### src/core/kbd_link_map.vh
// constants for the keyboard/mouse serial link port
`ifndef KBD_LINK_MAP_VH
`define KBD_LINK_MAP_VH

`define KBD_DIV_W        4
`define KBD_DIV_RESET    4'h0
`define KBD_RTS_TICKS    10'h200
`define KBD_RTS_W        10
`define KBD_TX_LAST      4'h9
`define KBD_FRAME_LAST   4'ha
`define KBD_FIFO_WIDTH   8
`define KBD_FIFO_DEPTH   16
`define KBD_FIFO_AW      4
`define KBD_BYTE_RESET   8'h00

`endif

### src/core/bit_sync.v
// two flip-flop level synchroniser, any width
`timescale 1ns/1ps
module bit_sync #(
    parameter         W    = 1,
    parameter [W-1:0] INIT = {W{1'b0}}
) (
    input  wire         i_clk,
    input  wire         i_reset_n,
    input  wire [W-1:0] i_async,
    output wire [W-1:0] o_sync
);
    reg [W-1:0] meta_reg;
    reg [W-1:0] sync_reg;

    // first stage feeds only the second stage
    always @(posedge i_clk) begin
        if (!i_reset_n) begin
            meta_reg <= INIT;
            sync_reg <= INIT;
        end else begin
            meta_reg <= i_async;
            sync_reg <= meta_reg;
        end
    end

    assign o_sync = sync_reg;
endmodule // bit_sync

### src/core/kbd_link_port.v
// keyboard/mouse two-wire serial link port, top level
// Operation
// - bytes to serial frames and back
// - pads released; pull low via active-low enables
// - 4-bit divider, value n divides by n+1
// - divide ratio loaded from divisor input
// - queued byte starts transmit when enabled
// - peripheral clock low starts receive
// - separately maskable transmit and receive interrupts
// - control levels synchronised before use
// - odd parity, framing, shift on clock fall
// - receiver samples data on synchronised clock fall
// - link data and clock synchronised
// - transmit wins over simultaneous receive
// - crossings into this domain synchronised
// - request-to-send low lasts 512 ticks
// - test mode forces tick every clock
// - frame is start, 8 data lsb first, parity, stop
// - parity high when data ones even
// - clock low, then data low, then release clock
`timescale 1ns/1ps
`include "kbd_link_map.vh"
module kbd_link_port (
    input  wire       I_MCLK,
    input  wire       I_RESET_N,
    input  wire       I_ENABLE,
    input  wire [3:0] I_DIVISOR,
    input  wire       I_TX_MASK,
    input  wire       I_RX_MASK,
    input  wire       I_TEST_MODE,
    input  wire [7:0] I_TX_DATA,
    input  wire       I_TX_VALID,
    output wire       O_TX_READY,
    output wire [7:0] O_RX_DATA,
    output wire       O_RX_PARITY_ERR,
    output wire       O_RX_VALID,
    input  wire       I_RX_READY,
    input  wire       I_LINK_DATA_IN,
    input  wire       I_LINK_CLOCK_IN,
    output wire       O_LINK_DATA_OUT,
    output wire       O_LINK_CLOCK_OUT,
    output wire       O_DATA_PULLDOWN_EN_N,
    output wire       O_CLOCK_PULLDOWN_EN_N,
    output wire       O_BUSY,
    output wire       O_TX_INTERRUPT,
    output wire       O_RX_INTERRUPT,
    output wire       O_COMBINED_INTERRUPT
);
    // sequencer states; one engine serves both directions because
    // the link is half duplex and only one frame is ever in flight
    localparam [2:0] ST_IDLE = 3'h0;
    localparam [2:0] ST_RTS  = 3'h1;
    localparam [2:0] ST_REQ  = 3'h2;
    localparam [2:0] ST_TX   = 3'h3;
    localparam [2:0] ST_RX   = 3'h4;


    // odd parity bit: high when the byte has an even count of ones
    // shared by the outgoing frame and the received-byte check
    function par_odd;
        input [7:0] b;
        begin
            par_odd = ~(^b);
        end
    endfunction

    wire [1:0]             link_s;
    wire [3:0]             ctrl_s;
    wire [`KBD_DIV_W-1:0]  div_s;
    wire                   clk_s;
    wire                   dat_s;
    wire                   en_s;
    wire                   txm_s;
    wire                   rxm_s;
    wire                   test_s;
    wire [7:0]             fifo_data;
    wire                   fifo_valid;
    wire                   fifo_pop;
    wire                   fall;
    wire                   step;

    reg [`KBD_DIV_W-1:0]   div_cnt_reg;
    reg                    tick_reg;
    reg                    clk_prev_reg;
    reg                    fall_pend_reg;
    reg [2:0]              state_reg;
    reg [3:0]              bit_cnt_reg;
    reg [`KBD_RTS_W-1:0]   rts_cnt_reg;
    reg [9:0]              tx_shift_reg;
    reg [8:0]              rx_shift_reg;
    reg                    clk_en_n_reg;
    reg                    dat_en_n_reg;
    reg [7:0]              rx_data_reg;
    reg                    rx_err_reg;
    reg                    rx_full_reg;

    // link pins come from another domain; idle level is high
    bit_sync #(.W(2), .INIT(2'h3)) u_link_sync (
        .i_clk     (I_MCLK),
        .i_reset_n (I_RESET_N),
        .i_async   ({I_LINK_CLOCK_IN, I_LINK_DATA_IN}),
        .o_sync    (link_s)
    );
    assign clk_s = link_s[1];
    assign dat_s = link_s[0];

    // control levels written on the bus side are resynchronised
    bit_sync #(.W(8), .INIT(8'h00)) u_ctrl_sync (
        .i_clk     (I_MCLK),
        .i_reset_n (I_RESET_N),
        .i_async   ({I_TEST_MODE, I_RX_MASK, I_TX_MASK, I_ENABLE,
                     I_DIVISOR}),
        .o_sync    ({ctrl_s, div_s})
    );
    assign en_s   = ctrl_s[0];
    assign txm_s  = ctrl_s[1];
    assign rxm_s  = ctrl_s[2];
    assign test_s = ctrl_s[3];

    // outgoing bytes queue here; the writer stalls when full
    sync_fifo #(
        .WIDTH (`KBD_FIFO_WIDTH),
        .DEPTH (`KBD_FIFO_DEPTH),
        .AW    (`KBD_FIFO_AW)
    ) u_tx_fifo (
        .i_clk     (I_MCLK),
        .i_reset_n (I_RESET_N),
        .i_data    (I_TX_DATA),
        .i_valid   (I_TX_VALID),
        .o_ready   (O_TX_READY),
        .o_data    (fifo_data),
        .o_valid   (fifo_valid),
        .i_ready   (fifo_pop)
    );

    // tick divider: divisor n gives one tick every n+1 clocks
    // the count restarts once it reaches the divisor, so shrinking
    // the divisor never stalls the tick for a full 16 clocks
    always @(posedge I_MCLK) begin
        if (!I_RESET_N) begin
            div_cnt_reg <= `KBD_DIV_RESET;
            tick_reg    <= 1'b0;
        end else if (div_cnt_reg >= div_s) begin
            div_cnt_reg <= `KBD_DIV_RESET;
            tick_reg    <= 1'b1;
        end else begin
            div_cnt_reg <= div_cnt_reg + 1'b1;
            tick_reg    <= 1'b0;
        end
    end

    // test mode lets vectors step the logic on every clock
    assign step = tick_reg | test_s;

    // edge register; a fall is held until a tick consumes it
    // a short peripheral phase may end before the next tick, and
    // holding the fall keeps that edge from being lost
    assign fall = clk_prev_reg & ~clk_s;
    always @(posedge I_MCLK) begin
        if (!I_RESET_N) begin
            clk_prev_reg  <= 1'b1;
            fall_pend_reg <= 1'b0;
        end else begin
            clk_prev_reg <= clk_s;
            if (fall) begin
                fall_pend_reg <= 1'b1;
            end else if (step) begin
                fall_pend_reg <= 1'b0;
            end
        end
    end

    // transmit is checked before receive in idle
    assign fifo_pop = (state_reg == ST_IDLE) & step & en_s
                      & fifo_valid;

    // link sequencer
    // dropping enable abandons any frame in flight and frees the
    // pads at once; the peripheral then times out on its own
    always @(posedge I_MCLK) begin
        if (!I_RESET_N || !en_s) begin
            state_reg    <= ST_IDLE;
            bit_cnt_reg  <= 4'h0;
            rts_cnt_reg  <= {`KBD_RTS_W{1'b0}};
            tx_shift_reg <= 10'h3ff;
            rx_shift_reg <= 9'h000;
            clk_en_n_reg <= 1'b1;
            dat_en_n_reg <= 1'b1;
        end else if (step) begin
            case (state_reg)
                ST_IDLE: begin
                    bit_cnt_reg  <= 4'h0;
                    dat_en_n_reg <= 1'b1;
                    // full receive buffer inhibits the peripheral
                    clk_en_n_reg <= ~rx_full_reg;
                    if (fifo_valid) begin
                        tx_shift_reg <= {1'b1, par_odd(fifo_data),
                                         fifo_data};
                        rts_cnt_reg  <= {`KBD_RTS_W{1'b0}};
                        clk_en_n_reg <= 1'b0;
                        state_reg    <= ST_RTS;
                    end else if (fall_pend_reg && !rx_full_reg) begin
                        bit_cnt_reg <= 4'h1; // start bit seen
                        state_reg   <= ST_RX;
                    end
                end
                ST_RTS: begin
                    // hold clock low for the full request width
                    // width is counted in ticks, so it scales with
                    // the divisor, from 512 clocks at divisor 0 to 8192 at divisor 15
                    if (rts_cnt_reg == `KBD_RTS_TICKS - 1'b1) begin
                        dat_en_n_reg <= 1'b0;
                        state_reg    <= ST_REQ;
                    end else begin
                        rts_cnt_reg <= rts_cnt_reg + 1'b1;
                    end
                end
                ST_REQ: begin
                    clk_en_n_reg <= 1'b1;
                    state_reg    <= ST_TX;
                end
                ST_TX: begin
                    // falls 1 to 10 carry data, parity, stop
                    // fall 11 is the peripheral's acknowledge
                    if (fall_pend_reg) begin
                        bit_cnt_reg <= bit_cnt_reg + 1'b1;
                        if (bit_cnt_reg <= `KBD_TX_LAST) begin
                            dat_en_n_reg <= tx_shift_reg[0];
                            tx_shift_reg <= {1'b1, tx_shift_reg[9:1]};
                        end else begin
                            // acknowledge clock from the peripheral
                            state_reg <= ST_IDLE;
                        end
                    end
                end
                ST_RX: begin
                    // falls 2 to 10 carry data and parity
                    if (fall_pend_reg) begin
                        bit_cnt_reg <= bit_cnt_reg + 1'b1;
                        if (bit_cnt_reg == `KBD_FRAME_LAST) begin
                            state_reg <= ST_IDLE; // stop bit
                        end else begin
                            rx_shift_reg <= {dat_s,
                                             rx_shift_reg[8:1]};
                        end
                    end
                end
                default: begin
                    state_reg <= ST_IDLE;
                end
            endcase
        end
    end


    // receive holding byte; a new byte wins over a same-cycle read
    // the sequencer inhibits the peripheral while a byte waits,
    // so an unread byte is never overwritten
    always @(posedge I_MCLK) begin
        if (!I_RESET_N) begin
            rx_data_reg <= `KBD_BYTE_RESET;
            rx_err_reg  <= 1'b0;
            rx_full_reg <= 1'b0;
        end else if (en_s && step && state_reg == ST_RX && fall_pend_reg
                     && bit_cnt_reg == `KBD_FRAME_LAST) begin
            rx_data_reg <= rx_shift_reg[7:0];
            rx_err_reg  <= rx_shift_reg[8]
                           != par_odd(rx_shift_reg[7:0]);
            rx_full_reg <= 1'b1;
        end else if (I_RX_READY) begin
            rx_full_reg <= 1'b0;
        end
    end

    assign O_RX_DATA       = rx_data_reg;
    assign O_RX_PARITY_ERR = rx_err_reg;
    assign O_RX_VALID      = rx_full_reg;
    assign O_BUSY          = (state_reg != ST_IDLE);


    // pads only ever pull low
    // the drivers stay fixed at zero and only the enables toggle,
    // which keeps both pins open-drain against the pull-ups
    assign O_LINK_DATA_OUT       = 1'b0;
    assign O_LINK_CLOCK_OUT      = 1'b0;
    assign O_DATA_PULLDOWN_EN_N  = dat_en_n_reg;
    assign O_CLOCK_PULLDOWN_EN_N = clk_en_n_reg;


    // interrupts are levels, gated by the masks
    // transmit follows queue room rather than an empty queue,
    // so software may write ahead of the wire
    assign O_TX_INTERRUPT       = O_TX_READY & txm_s;
    assign O_RX_INTERRUPT       = rx_full_reg & rxm_s;
    assign O_COMBINED_INTERRUPT = O_TX_INTERRUPT
                                  | O_RX_INTERRUPT;
endmodule // kbd_link_port

### src/core/sync_fifo.v
// single clock fifo with valid/ready on both sides
`timescale 1ns/1ps
module sync_fifo #(
    parameter WIDTH = 8,
    parameter DEPTH = 16,
    parameter AW    = 4
) (
    input  wire             i_clk,
    input  wire             i_reset_n,
    input  wire [WIDTH-1:0] i_data,
    input  wire             i_valid,
    output wire             o_ready,
    output wire [WIDTH-1:0] o_data,
    output wire             o_valid,
    input  wire             i_ready
);
    reg [WIDTH-1:0] mem_reg [0:DEPTH-1];
    reg [AW-1:0]    wr_ptr_reg;
    reg [AW-1:0]    rd_ptr_reg;
    reg [AW:0]      count_reg;
    wire            push;
    wire            pop;

    // full and empty come straight from the fill count
    assign o_ready = (count_reg != DEPTH[AW:0]);
    assign o_valid = (count_reg != {(AW+1){1'b0}});
    assign o_data  = mem_reg[rd_ptr_reg];
    assign push    = i_valid & o_ready;
    assign pop     = i_ready & o_valid;

    // storage needs no reset, only the pointers and the fill count do
    always @(posedge i_clk) begin
        if (push) begin
            mem_reg[wr_ptr_reg] <= i_data;
        end
    end

    always @(posedge i_clk) begin
        if (!i_reset_n) begin
            wr_ptr_reg <= {AW{1'b0}};
            rd_ptr_reg <= {AW{1'b0}};
            count_reg  <= {(AW+1){1'b0}};
        end else begin
            if (push) begin
                wr_ptr_reg <= wr_ptr_reg + 1'b1;
            end
            if (pop) begin
                rd_ptr_reg <= rd_ptr_reg + 1'b1;
            end
            if (push && !pop) begin
                count_reg <= count_reg + 1'b1;
            end else if (pop && !push) begin
                count_reg <= count_reg - 1'b1;
            end
        end
    end
endmodule // sync_fifo
### config.mk
export PLATFORM = sky130hd
export DESIGN_NAME = kbd_link_port
export DESIGN_NICKNAME = d
export VERILOG_FILES = /design/src/core/bit_sync.v /design/src/core/kbd_link_port.v /design/src/core/sync_fifo.v
export VERILOG_INCLUDE_DIRS = /design/src /design/src/core
export SDC_FILE = /design/constraint.sdc
export NUM_CORES = 1
export LEC_CHECK = 0
export ABC_AREA = 1
export BUFFER_PORTS_ARGS = -buffer_cell sky130_fd_sc_hd__buf_4
export CAP_MARGIN = 30
export CORE_MARGIN = 1.5
export CORE_UTILIZATION = 55
export CTS_CLUSTER_SIZE = 28
export DETAILED_ROUTE_END_ITERATION = 7
export PLACE_DENSITY_LB_ADDON = 0.12
export SYNTH_ARGS = -nofsm -noshare
export SYNTH_HDL_FRONTEND = slang
export SYNTH_SLANG_ARGS = --single-unit
### constraint.sdc
create_clock -name I_MCLK -period 2.4 [get_ports I_MCLK]
set_input_delay 0.48 -clock I_MCLK [delete_from_list [all_inputs] [get_ports I_MCLK]]
set_output_delay 0.48 -clock I_MCLK [all_outputs]
set_load 0.05 [all_outputs]
==> results of run 1 <==
## power by group through the flow
stage                     Combinational (W)  Clock (W)  Sequential (W)
final                              0.000982    0.00354         0.00412
after global routing                0.00112    0.00375         0.00413
after CTS                          0.000914    0.00360         0.00411
after detailed placement           0.000906          0         0.00419
after global placement             0.000892          0         0.00419
after floorplan                    0.000636          0         0.00419
## cell usage in the layout, fill, tap and decap left out, types with 8 or more instances in the layout
master	netlist	routed
sky130_fd_sc_hd__buf_4	4	65
sky130_fd_sc_hd__edfxtp_1	128	128
sky130_fd_sc_hd__nand3_1	94	94
sky130_fd_sc_hd__o211ai_1	10	10
sky130_fd_sc_hd__a21oi_1	36	36
sky130_fd_sc_hd__inv_1	142	139
sky130_fd_sc_hd__nor2_2	5	8
sky130_fd_sc_hd__nor2_1	93	90
sky130_fd_sc_hd__nand2_1	306	302
sky130_fd_sc_hd__xnor2_1	8	8
sky130_fd_sc_hd__o21ai_0	44	43
sky130_fd_sc_hd__clkbuf_16	0	25
sky130_fd_sc_hd__inv_2	12	14
sky130_fd_sc_hd__ha_1	20	17
sky130_fd_sc_hd__dfxtp_1	91	89
## kinds of logic (layout without fill, tap and decap cells)
logic type	count (synthesis)	in the layout	share of synthesized area (%)
xor+xnor	14	14	1.279
compound gates	103	103	5.965
flops	219	219	59.10
buf+inv	190	266	8.106
fa+ha+maj	21	21	2.819
simple gates	525	525	22.69
other cells	1	2	0.03912
## cell usage after synthesis, types with 5 or more instances
cell type,instances,area share [%]
sky130_fd_sc_hd__dfxtp_1,91,19
sky130_fd_sc_hd__o211ai_1,10,0.78
sky130_fd_sc_hd__buf_2,15,0.78
sky130_fd_sc_hd__ha_1,20,2.6
sky130_fd_sc_hd__or2_2,6,0.39
sky130_fd_sc_hd__nor2_2,5,0.33
sky130_fd_sc_hd__xnor2_1,8,0.73
sky130_fd_sc_hd__edfxtp_1,128,40
sky130_fd_sc_hd__nor2_1,93,3.6
sky130_fd_sc_hd__inv_2,12,0.47
sky130_fd_sc_hd__nand3_1,94,4.9
sky130_fd_sc_hd__nand2_1,306,12
sky130_fd_sc_hd__inv_1,142,5.6
sky130_fd_sc_hd__xor2_1,6,0.55
sky130_fd_sc_hd__a21oi_1,36,1.9
sky130_fd_sc_hd__o21ai_0,44,2.3
sky130_fd_sc_hd__clkbuf_1,10,0.39
sky130_fd_sc_hd__nor3_1,7,0.37
## worst min-delay path by stage
| stage | start | cells after the start | to | slack, ns |
|---|---|---|---|---|
| 6_report | I_DIVISOR[3] | 3 | u_ctrl_sync.meta_reg[3] | 0.16 |
| 5_1_grt | I_TX_MASK | 3 | u_ctrl_sync.meta_reg[5] | 0.15 |
| 4_1_cts | I_DIVISOR[3] | 3 | u_ctrl_sync.meta_reg[3] | 0.14 |
| 3_5_place_dp | u_ctrl_sync.meta_reg[5] | 2 | u_ctrl_sync.o_sync[5] | 0.40 |
| 3_3_place_gp | u_ctrl_sync.meta_reg[6] | 2 | u_ctrl_sync.o_sync[6] | 0.39 |
| 2_1_floorplan | u_ctrl_sync.meta_reg[0] | 2 | u_ctrl_sync.o_sync[0] | 0.39 |
## stage by stage
stage	total power, W	TNS (ns)
after global placement	0.005080	0
after CTS	0.008624	0
after global routing	0.008996	-0.06529
final	0.008644	0
after floorplan	0.004821	0
after detailed placement	0.005097	0
## per-layer routing
metal	global-route usage [%]	part of all wire [%]	wire length, µm	up-vias
li1	-	-	-	3579
met1	32.59	48	9605	3223
met2	35.53	46	9125	146
met3	3.003	4.5	895	35
met4	6.093	1.9	378	0
met5	0	0	0	-
## repair_timing
item	in CTS	in global routing
buffers inserted	0	5
setup endpoints to repair	1	9
pin swaps	2	11
endpoints found under the hold margin	0	0
resized for setup	1	19
## final cells by class
class	count	area share (%)
Tap cell	225	2.537
Sequential cell	219	51.11
Multi-Input combinational cell	665	29.25
Timing Repair Buffer	68	4.940
Clock inverter	14	1.026
Clock buffer	29	5.864
Inverter	155	5.267
## critical path: cells and delay by family (launching register included)
| family | cells | cell delay, ns |
|---|---|---|
| and+or+nand+nor | 9 | 0.83 |
| adders and majority gates | 2 | 0.41 |
| AOI/OAI and AO/OA | 3 | 0.38 |
| DFF | 1 | 0.32 |
| buffers and inverters | 3 | 0.25 |
==> impl_results.md, run 1 <==
- Most frequently used flop master after synthesis: sky130_fd_sc_hd__edfxtp_1
- Global-route congestion overflow total: 0
- Cell repeated most along the worst path: sky130_fd_sc_hd__nor2_2
- Clk pin slew, worst setup/hold paths: 0.06 ns
- Wire length per cell: 14.55 µm
- Final critical-path required period: 2.298 ns
- Number of max-capacitance violations reported: 0
- Number of antenna violations at the first check in global routing: 0
- Post-layout net count: 1176
- Yosys cell types: 41
- Via count of the first global-routing pass: 6495
- Register Area: 0.005670 mm²
- Clock group share of total power: 41.0%
- DP Cell Count: 1327
- P_int: 0.006553 W
- Leakage: 4.806 nW
- Worst path slowest cell: sky130_fd_sc_hd__dfxtp_1
- Final HPWL from detailed placement: 13060 µm
- Vertical die dimension: 135.0 µm
- Worst r2r path cells: 17
- Latest clock arrival within the worst-skew pair: 0.51 ns
- Transition time of the tightest slew-check pin: 0.9275 ns
- Flip-flop count of the largest register after layout: 128
- Number of input and output port buffers inserted: 38
- Switching share of power: 24.20%
- Flop and latch count out of synthesis: 219
- Width of the die: 135.0 µm
- Total of warnings raised by yosys: 0
- Post-placement worst setup slack: 0.007664 ns
- Area of the placeable core: 0.01718 mm²
- Ratio of total power to cell area: 779.2 mW/mm²
- Max frequency: 0.4352 GHz
- Cells along the critical path: nor2_2 > inv_2 > nor2_4 > nand2_4 > nor3_4 > inv_2 > ha_4 > inv_4 > ha_4 > nand2_2 > nor2_2 > a211oi_2 > nand2_1 > nand2_1 > nor2_2 > o21ai_1 > a21oi_1
- Arrival time of the worst setup path: 2.69 ns
- Remaining max-slew budget at the tightest pin: 37.94%
- Crit path from: state_reg[1]
- Total of fill cells in the finished design: 1493
- Area of the die: 0.01823 mm²
- Count of pins on the block boundary: 41
- Highest fanout seen on the critical path: 4
- Crit path kind: flip-flop to flip-flop
- Switching component of the power: 0.002092 W
- Min-delay worst type: input pin to flip-flop
- Post-Syn Area: 0.009585 mm²
- Endpoint of the lowest-slack register-to-register path: u_tx_fifo.count_reg[4]
- Via count: 6983
- Row Count: 48
- Syn Inst Count: 1073
- Share of flip-flops with an asynchronous set or reset after synthesis: 0%
- Number of flops mapped to enable cells by yosys: 128
- Core occupancy in the finished layout: 64.59%
- Weighted congestion at the end of routability-driven global placement: 0.7903
- Routed via count divided by cell count: 5.079
- Hold_buf cts: 0
- Number of clock buffers inserted by TritonCTS: 24
- Reg-to-Reg Start: state_reg[1]
- Comb power frac: 11.4%
- Area after DPL: 0.01021 mm²
- Peak ir drop on the vdd network: 0.0005591 V
- Final period utilization: 95.75%
- Number of H-tree levels: 1
- TritonCTS clock tree: yes
- Kind of start point of the critical path: flip-flop
- Hold Vio Cnt, Final: 0
- Final WL: 20000 µm
- Endpoints failing setup: 0
- Critical Path Sink Type: flip-flop
- Fraction of final layout cells sized beyond drive strength 1: 12.87%
- Result of the run: completed
- DRT antenna net count: 0
- Part of the Yosys area used for sequential elements: 59.10%
- Starting density of the core: 55.81%
- RSZ-0062 raised after global routing: true
- Worst setup path endpoint: u_tx_fifo.count_reg[4]
- R2R Setup Slk: 0.10 ns
- Minimum setup slack in the final design: 0.1020 ns
- Final Instance Count excl. Fillers: 1375
- Cell at the root of the clock tree: sky130_fd_sc_hd__clkbuf_16
- Gr usage total: 22.39%
- Area of the multi-input gates: 0.003246 mm²
- Largest net degree at the start of global routing: 40
- Initial DRT Pass Iterations: 5
- Count of pins over their slew limit: 0
- Buffers from clock root to sink, at most: 3
- WHS: 0.1553 ns
- Worst EP required: 2.79 ns
- Mapped Avg Cell Area: 8.933 µm²
- First-pass GRT wire length: 32200 µm
- Skew final: 0.007845 ns
- Layout overhead on the synthesized area: 15.74%
- Clock Sinks: 219
- Antenna Diode Count: 0
- Fraction of power consumed by sequential logic: 47.7%
- Biggest cell delay along the critical path: 0.32 ns
- Remaining routing DRC violations: 0
- Fin area: 0.01109 mm²
- Violation count after the first detailed-route iteration: 408
Note: power is estimated with default switching activity, not from simulation.
==> run 2: changes to the inputs <==
- GPL_ROUTABILITY_DRIVEN: not set -> 0
- REMOVE_ABC_BUFFERS: not set -> 1
==> run 2 against run 1 <==
Compared with the run above:
- critical path depth down 3
- cell area up 1.5%
- sequential cell count is the same
- combinational power grew 6%
- clock-buffer cell count increased by 2
- worst hold slack got worse by 0.0056 ns
- sequential power about the same
- register-to-register slack about the same
- first-iteration DRC count up 26%
- non-clock buffer count rose by 6
- highest routed layer unchanged
- clock power up 13%
- maximum frequency grew 0.19%
==> impl_results.md, run 2 (synthesized netlist as in run 1, its figures left out) <==
- Result of the run: completed
- Crit path from: u_tx_fifo.count_reg[2]
- DRT antenna net count: 0
- Most frequent standard cell in the layout excluding fill and tap cells: sky130_fd_sc_hd__nand2_1
- Minimum setup slack in the final design: 0.1064 ns
- Area of the placeable core: 0.01718 mm²
- Final period utilization: 95.57%
- Starting density of the core: 55.81%
- Number of input and output port buffers inserted: 38
- Number of H-tree levels: 1
- Area of the die: 0.01823 mm²
- Endpoint of the lowest-slack register-to-register path: u_tx_fifo.count_reg[4]
- Worst path slowest cell: sky130_fd_sc_hd__fa_2
- Row Count: 48
- Worst setup path endpoint: u_tx_fifo.count_reg[4]
- Number of max-capacitance violations reported: 0
- Initial DRT Pass Iterations: 5
- Worst EP required: 2.84 ns
- Final HPWL from detailed placement: 13010 µm
- Final Instance Count excl. Fillers: 1382
- Worst r2r path cells: 14
- Biggest cell delay along the critical path: 0.37 ns
- Most frequent cells in the layout: 304 x sky130_fd_sc_hd__nand2_1, 140 x sky130_fd_sc_hd__inv_1, 128 x sky130_fd_sc_hd__edfxtp_1
- Layout overhead on the synthesized area: 17.49%
- Total of fill cells in the finished design: 1432
- Remaining routing DRC violations: 0
- R2R Setup Slk: 0.11 ns
- Max frequency: 0.4360 GHz
- Hold Vio Cnt, Final: 0
- Clk pin slew, worst setup/hold paths: 0.06 ns
- Core occupancy in the finished layout: 65.57%
- Kind of start point of the critical path: flip-flop
- Kind of cell adding the most delay to the critical path: simple AND/OR/NAND/NOR gates
- Remaining max-slew budget at the tightest pin: 39.39%
- Endpoints failing setup: 0
- Count of pins over their slew limit: 0
- Ratio of total power to cell area: 814.0 mW/mm²
- Sum Neg Setup Slack: 0 ns
- Number of antenna violations at the first check in global routing: 0
- Gr usage total: 23.06%
- Wire length per cell: 14.90 µm
- Buffers from clock root to sink, at most: 3
- TritonCTS clock tree: yes
- Flip-flop count of the largest register after layout: 128
- Post-layout net count: 1182
- Peak ir drop on the vdd network: 0.0006378 V
- Final WL: 20590 µm
- Vertical die dimension: 135.0 µm
- RSZ-0062 raised after global routing: true
- Latest clock arrival within the worst-skew pair: 0.51 ns
- Global-route congestion overflow total: 0
- WHS: 0.1497 ns
- Highest fanout seen on the critical path: 3
- Cell at the root of the clock tree: sky130_fd_sc_hd__clkbuf_16
- Arrival time of the worst setup path: 2.74 ns
- Post-placement worst setup slack: -0.03924 ns
- Cell repeated most along the worst path: sky130_fd_sc_hd__nand2_1
- Cells along the critical path: nor4_4 > nand2_1 > nand2_1 > inv_1 > ha_4 > buf_4 > fa_2 > nor2_4 > a211oi_4 > nand2_1 > nand2_1 > nor2_2 > o21ai_1 > a21oi_1
- Violation count after the first detailed-route iteration: 513
- Via count: 7011
- First-pass GRT wire length: 32860 µm
- Largest net degree at the start of global routing: 67
- Min-delay worst type: input pin to flip-flop
- Reg-to-Reg Start: u_tx_fifo.count_reg[2]
- Fraction of final layout cells sized beyond drive strength 1: 13.22%
- Antenna Diode Count: 0
- Clock Sinks: 219
- Count of pins on the block boundary: 41
- Width of the die: 135.0 µm
- Skew final: 0.009215 ns
- Via count of the first global-routing pass: 6501
- Critical Path Sink Type: flip-flop
- Routed via count divided by cell count: 5.073
- Buffers & Inverters on Critical Path: 2
- Transition time of the tightest slew-check pin: 0.9058 ns
- Crit path kind: flip-flop to flip-flop
- Count of cell instances traversed by the critical path: 14
- Final critical-path required period: 2.294 ns
- Leakage: 4.863 nW
- DP Cell Count: 1337
- Number of clock buffers inserted by TritonCTS: 24
==> run 2: changes by cell type in the layout (fill, tap and decap cells not counted), sizes merged <==
cell | previous run | this run
clkbuf | 29 | 31
clkinv | 13 | 6
bufinv | 2 | 6
clkinvlp | 0 | 1
buf | 68 | 74
inv | 154 | 155
==> run 2: timing repair <==
item                                    in CTS  in global routing
gates cloned                                 0                  0
hold buffers                                 0                  0
pin swaps                                    1                 11
setup buffers                                0                  1
resized for setup                            2                 23
endpoints found under the setup margin       1                  3
==> run 2: tightest hold or removal path, stage by stage <==
cell and delay (ns):
sky130_fd_sc_hd__buf_4 0.07, sky130_fd_sc_hd__nand2_1 0.04, sky130_fd_sc_hd__inv_1 0.04
==> run 2: worst min-delay path by stage <==
stage,from,end,slack (ns),depth (start not counted)
after floorplan,u_ctrl_sync.meta_reg[0],u_ctrl_sync.o_sync[0],0.39,2
after global placement,u_ctrl_sync.meta_reg[1],u_ctrl_sync.o_sync[1],0.39,2
after detailed placement,u_ctrl_sync.meta_reg[0],u_ctrl_sync.o_sync[0],0.40,2
after CTS,I_TEST_MODE,u_ctrl_sync.meta_reg[7],0.13,3
after global routing,I_DIVISOR[0],u_ctrl_sync.meta_reg[0],0.13,3
final,I_TEST_MODE,u_ctrl_sync.meta_reg[7],0.15,3
==> run 2: per-layer routing <==
layer  global-route usage (%)  wire length (µm)  vias up
met5                        0                 0        -
met4                    5.795               291        0
met3                    3.491              1163       26
met2                    36.30              9376      162
met1                    33.77              9754     3237
li1                         -                 -     3586
==> run 2: area by class of cell <==
| cell class | count | area (µm²) | area share [%] |
|---|---|---|---|
| flip-flops and latches | 219 | 5669 | 50.34 |
| repair buffers | 74 | 605.6 | 5.377 |
| well taps | 225 | 281.5 | 2.500 |
| multi-input cells | 665 | 3256 | 28.91 |
| clock inverters | 13 | 217.7 | 1.933 |
| inverters | 155 | 584.3 | 5.188 |
| clock buffers | 31 | 648.1 | 5.755 |
==> run 2: power by group <==
group	switching, W	total (W)	internal (W)
clock network	0.00146	0.00401	0.00255
registers	0.0000479	0.00412	0.00407
logic	0.000666	0.00104	0.000374
==> run 2: through the flow <==
stage | total power, W | cell area [µm²]
4_1_cts | 0.009122 | 11150
5_1_grt | 0.009503 | 11260
6_report | 0.009167 | 11260
2_1_floorplan | 0.004774 | 9394
3_5_place_dp | 0.005125 | 10270
3_3_place_gp | 0.005105 | 10270
==> run 3: changes to the inputs <==
- CORE_UTILIZATION: 55 -> 30
- SETUP_SLACK_MARGIN: not set -> 0.15
==> run 3 against run 2 <==
Compared with the run above:
- clock-buffer cell count up 6
- non-clock buffer count up 15
- core utilization down 29 points
- worst hold slack worse by 0.0097 ns
- via count down 0.84%
- register-to-register slack better by 0.06 ns
- sequential share of layout area down 1.5 points
==> impl_results.md, run 3 (synthesized netlist as in run 1, its figures left out) <==
- Global-route congestion overflow total: 0
- Highest fanout seen on the critical path: 3
- Cell at the root of the clock tree: sky130_fd_sc_hd__clkbuf_16
- Number of antenna violations at the first check in global routing: 0
- Endpoints failing setup: 0
- Register Area: 0.005672 mm²
- Transition time of the tightest slew-check pin: 0.9894 ns
- DRT antenna net count: 0
- Crit path from: u_tx_fifo.count_reg[0]
- Vertical die dimension: 181.8 µm
- Width of the die: 181.8 µm
- Clock Sinks: 219
- Final WL: 23100 µm
- Skew final: 0.01983 ns
- Via count of the first global-routing pass: 6800
- Area of the die: 0.03303 mm²
- Remaining routing DRC violations: 0
- Most frequent cells in the layout: 301 x sky130_fd_sc_hd__nand2_1, 139 x sky130_fd_sc_hd__inv_1, 128 x sky130_fd_sc_hd__edfxtp_1
- Gr usage total: 13.98%
- Flip-flop count of the largest register after layout: 128
- Number of input and output port buffers inserted: 38
- RSZ-0062 raised after global routing: true
- Area of the multi-input gates: 0.003293 mm²
- Worst setup path endpoint: u_tx_fifo.count_reg[4]
- TritonCTS clock tree: yes
- Antenna Diode Count: 0
- Post-placement worst setup slack: -0.06270 ns
- Kind of start point of the critical path: flip-flop
- Initial DRT Pass Iterations: 4
- Clk pin slew, worst setup/hold paths: 0.06 ns
- Reg-to-Reg Start: u_tx_fifo.count_reg[0]
- Peak ir drop on the vdd network: 0.0004999 V
- Final HPWL from detailed placement: 14970 µm
- Worst r2r path cells: 15
- Area of the placeable core: 0.03147 mm²
- Max frequency: 0.4486 GHz
- Minimum setup slack in the final design: 0.1708 ns
- Arrival time of the worst setup path: 2.63 ns
- Total of fill cells in the finished design: 3222
- Worst EP required: 2.80 ns
- Routed via count divided by cell count: 4.411
- Count of pins over their slew limit: 0
- Fraction of final layout cells sized beyond drive strength 1: 15.50%
- Endpoint of the lowest-slack register-to-register path: u_tx_fifo.count_reg[4]
- WHS: 0.1399 ns
- Critical Path Sink Type: flip-flop
- Number of H-tree levels: 1
- R2R Setup Slk: 0.17 ns
- Number of max-capacitance violations reported: 0
- Hold Vio Cnt, Final: 0
- Hold_buf cts: 0
- Violation count after the first detailed-route iteration: 400
- Latest clock arrival within the worst-skew pair: 0.53 ns
- Result of the run: completed
- Via count: 6952
- Min-delay worst type: input pin to flip-flop
- Final critical-path required period: 2.229 ns
- Buffers from clock root to sink, at most: 3
- Most frequent standard cell in the layout excluding fill and tap cells: sky130_fd_sc_hd__nand2_1
- Starting density of the core: 30.46%
- Count of pins on the block boundary: 41
- Largest net degree at the start of global routing: 46
- Layout overhead on the synthesized area: 21.22%
- First-pass GRT wire length: 36600 µm
- Remaining max-slew budget at the tightest pin: 33.79%
- Leakage: 4.939 nW
- Final period utilization: 92.89%
- Ratio of total power to cell area: 775.0 mW/mm²
- Crit path kind: flip-flop to flip-flop
- Number of clock buffers inserted by TritonCTS: 25
- Row Count: 65
- Post-layout net count: 1198
- Wire length per cell: 14.66 µm
-- run 3: cell types whose count changed in the layout (fill, tap and decap cells not counted), sizes merged --
| cell | delta |
|---|---|
| buf | +14 |
| clkbuf | +7 |
| bufinv | -5 |
| clkinv | +1 |
-- run 3: metal layers --
metal  up-vias  GRT usage [%]  part of all wire, %
met5         -              0                    0
met4         0          3.733                  1.7
met3        29          2.026                  3.5
met2        94          23.62                   46
met1      3211          18.71                   49
li1       3618              -                    -
-- run 3: critical path, stage by stage (launching register included) --
cell	delay, ns
sky130_fd_sc_hd__dfxtp_2	0.34
sky130_fd_sc_hd__nor4_4	0.31
sky130_fd_sc_hd__nand2_1	0.14
sky130_fd_sc_hd__nand2_1	0.10
sky130_fd_sc_hd__inv_1	0.08
sky130_fd_sc_hd__ha_4	0.18
sky130_fd_sc_hd__inv_4	0.08
sky130_fd_sc_hd__ha_4	0.21
sky130_fd_sc_hd__nand2_2	0.06
sky130_fd_sc_hd__nor2_2	0.03
sky130_fd_sc_hd__a211oi_2	0.24
sky130_fd_sc_hd__nand2_1	0.09
sky130_fd_sc_hd__nand2_1	0.06
sky130_fd_sc_hd__nor2_1	0.05
sky130_fd_sc_hd__o21ai_1	0.11
sky130_fd_sc_hd__a21oi_1	0.05
-- run 3: worst min path at each step --
stage | from | to | slack (ns) | depth (start not counted)
floorplan | u_ctrl_sync.meta_reg[0] | u_ctrl_sync.o_sync[0] | 0.39 | 2
global placement | u_ctrl_sync.meta_reg[0] | u_ctrl_sync.o_sync[0] | 0.40 | 2
detailed placement | u_link_sync.meta_reg[0] | u_link_sync.o_sync[0] | 0.40 | 1
CTS | I_TX_MASK | u_ctrl_sync.meta_reg[5] | 0.11 | 3
global route | I_ENABLE | u_ctrl_sync.meta_reg[4] | 0.11 | 3
finish | I_TX_MASK | u_ctrl_sync.meta_reg[5] | 0.14 | 3
-- run 3: per-stage QoR --
stage          utilization (%)  area [µm²]  setup TNS, ns  std cells  power, W
2_1_floorplan                -        9394         -5.302       1039  0.004774
3_3_place_gp             33.36       10500       -0.02926       1516  0.005136
3_5_place_dp             33.38       10510       -0.06270       1517  0.005144
4_1_cts                  36.19       11390              0       1567  0.008998
5_1_grt                  36.92       11620              0       1576  0.009435
6_report                 36.92       11620              0       1576  0.009005
-- run 3: layout make-up --
class	instances	area share [%]
clock buffers	37	6.385
clock inverters	9	0.6353
flip-flops and latches	219	48.81
well taps	402	4.329
multi-input cells	665	28.34
inverters	155	5.050
repair buffers	89	6.450
-- run 3: repair_timing --
action | 4_1_cts | 5_1_grt
buffers inserted | 4 | 7
gates resized for setup | 7 | 40
pin swaps | 3 | 20
setup endpoints to repair | 4 | 28
cloned | 0 | 1
-- run 3: power breakdown --
group          leakage, nW  internal (W)  switching (W)  total (W)
combinational         2.64      0.000448       0.000683    0.00113
clock                0.401       0.00224        0.00152    0.00376
sequential            1.90       0.00407      0.0000477    0.00411
total                 4.94       0.00676        0.00225    0.00901
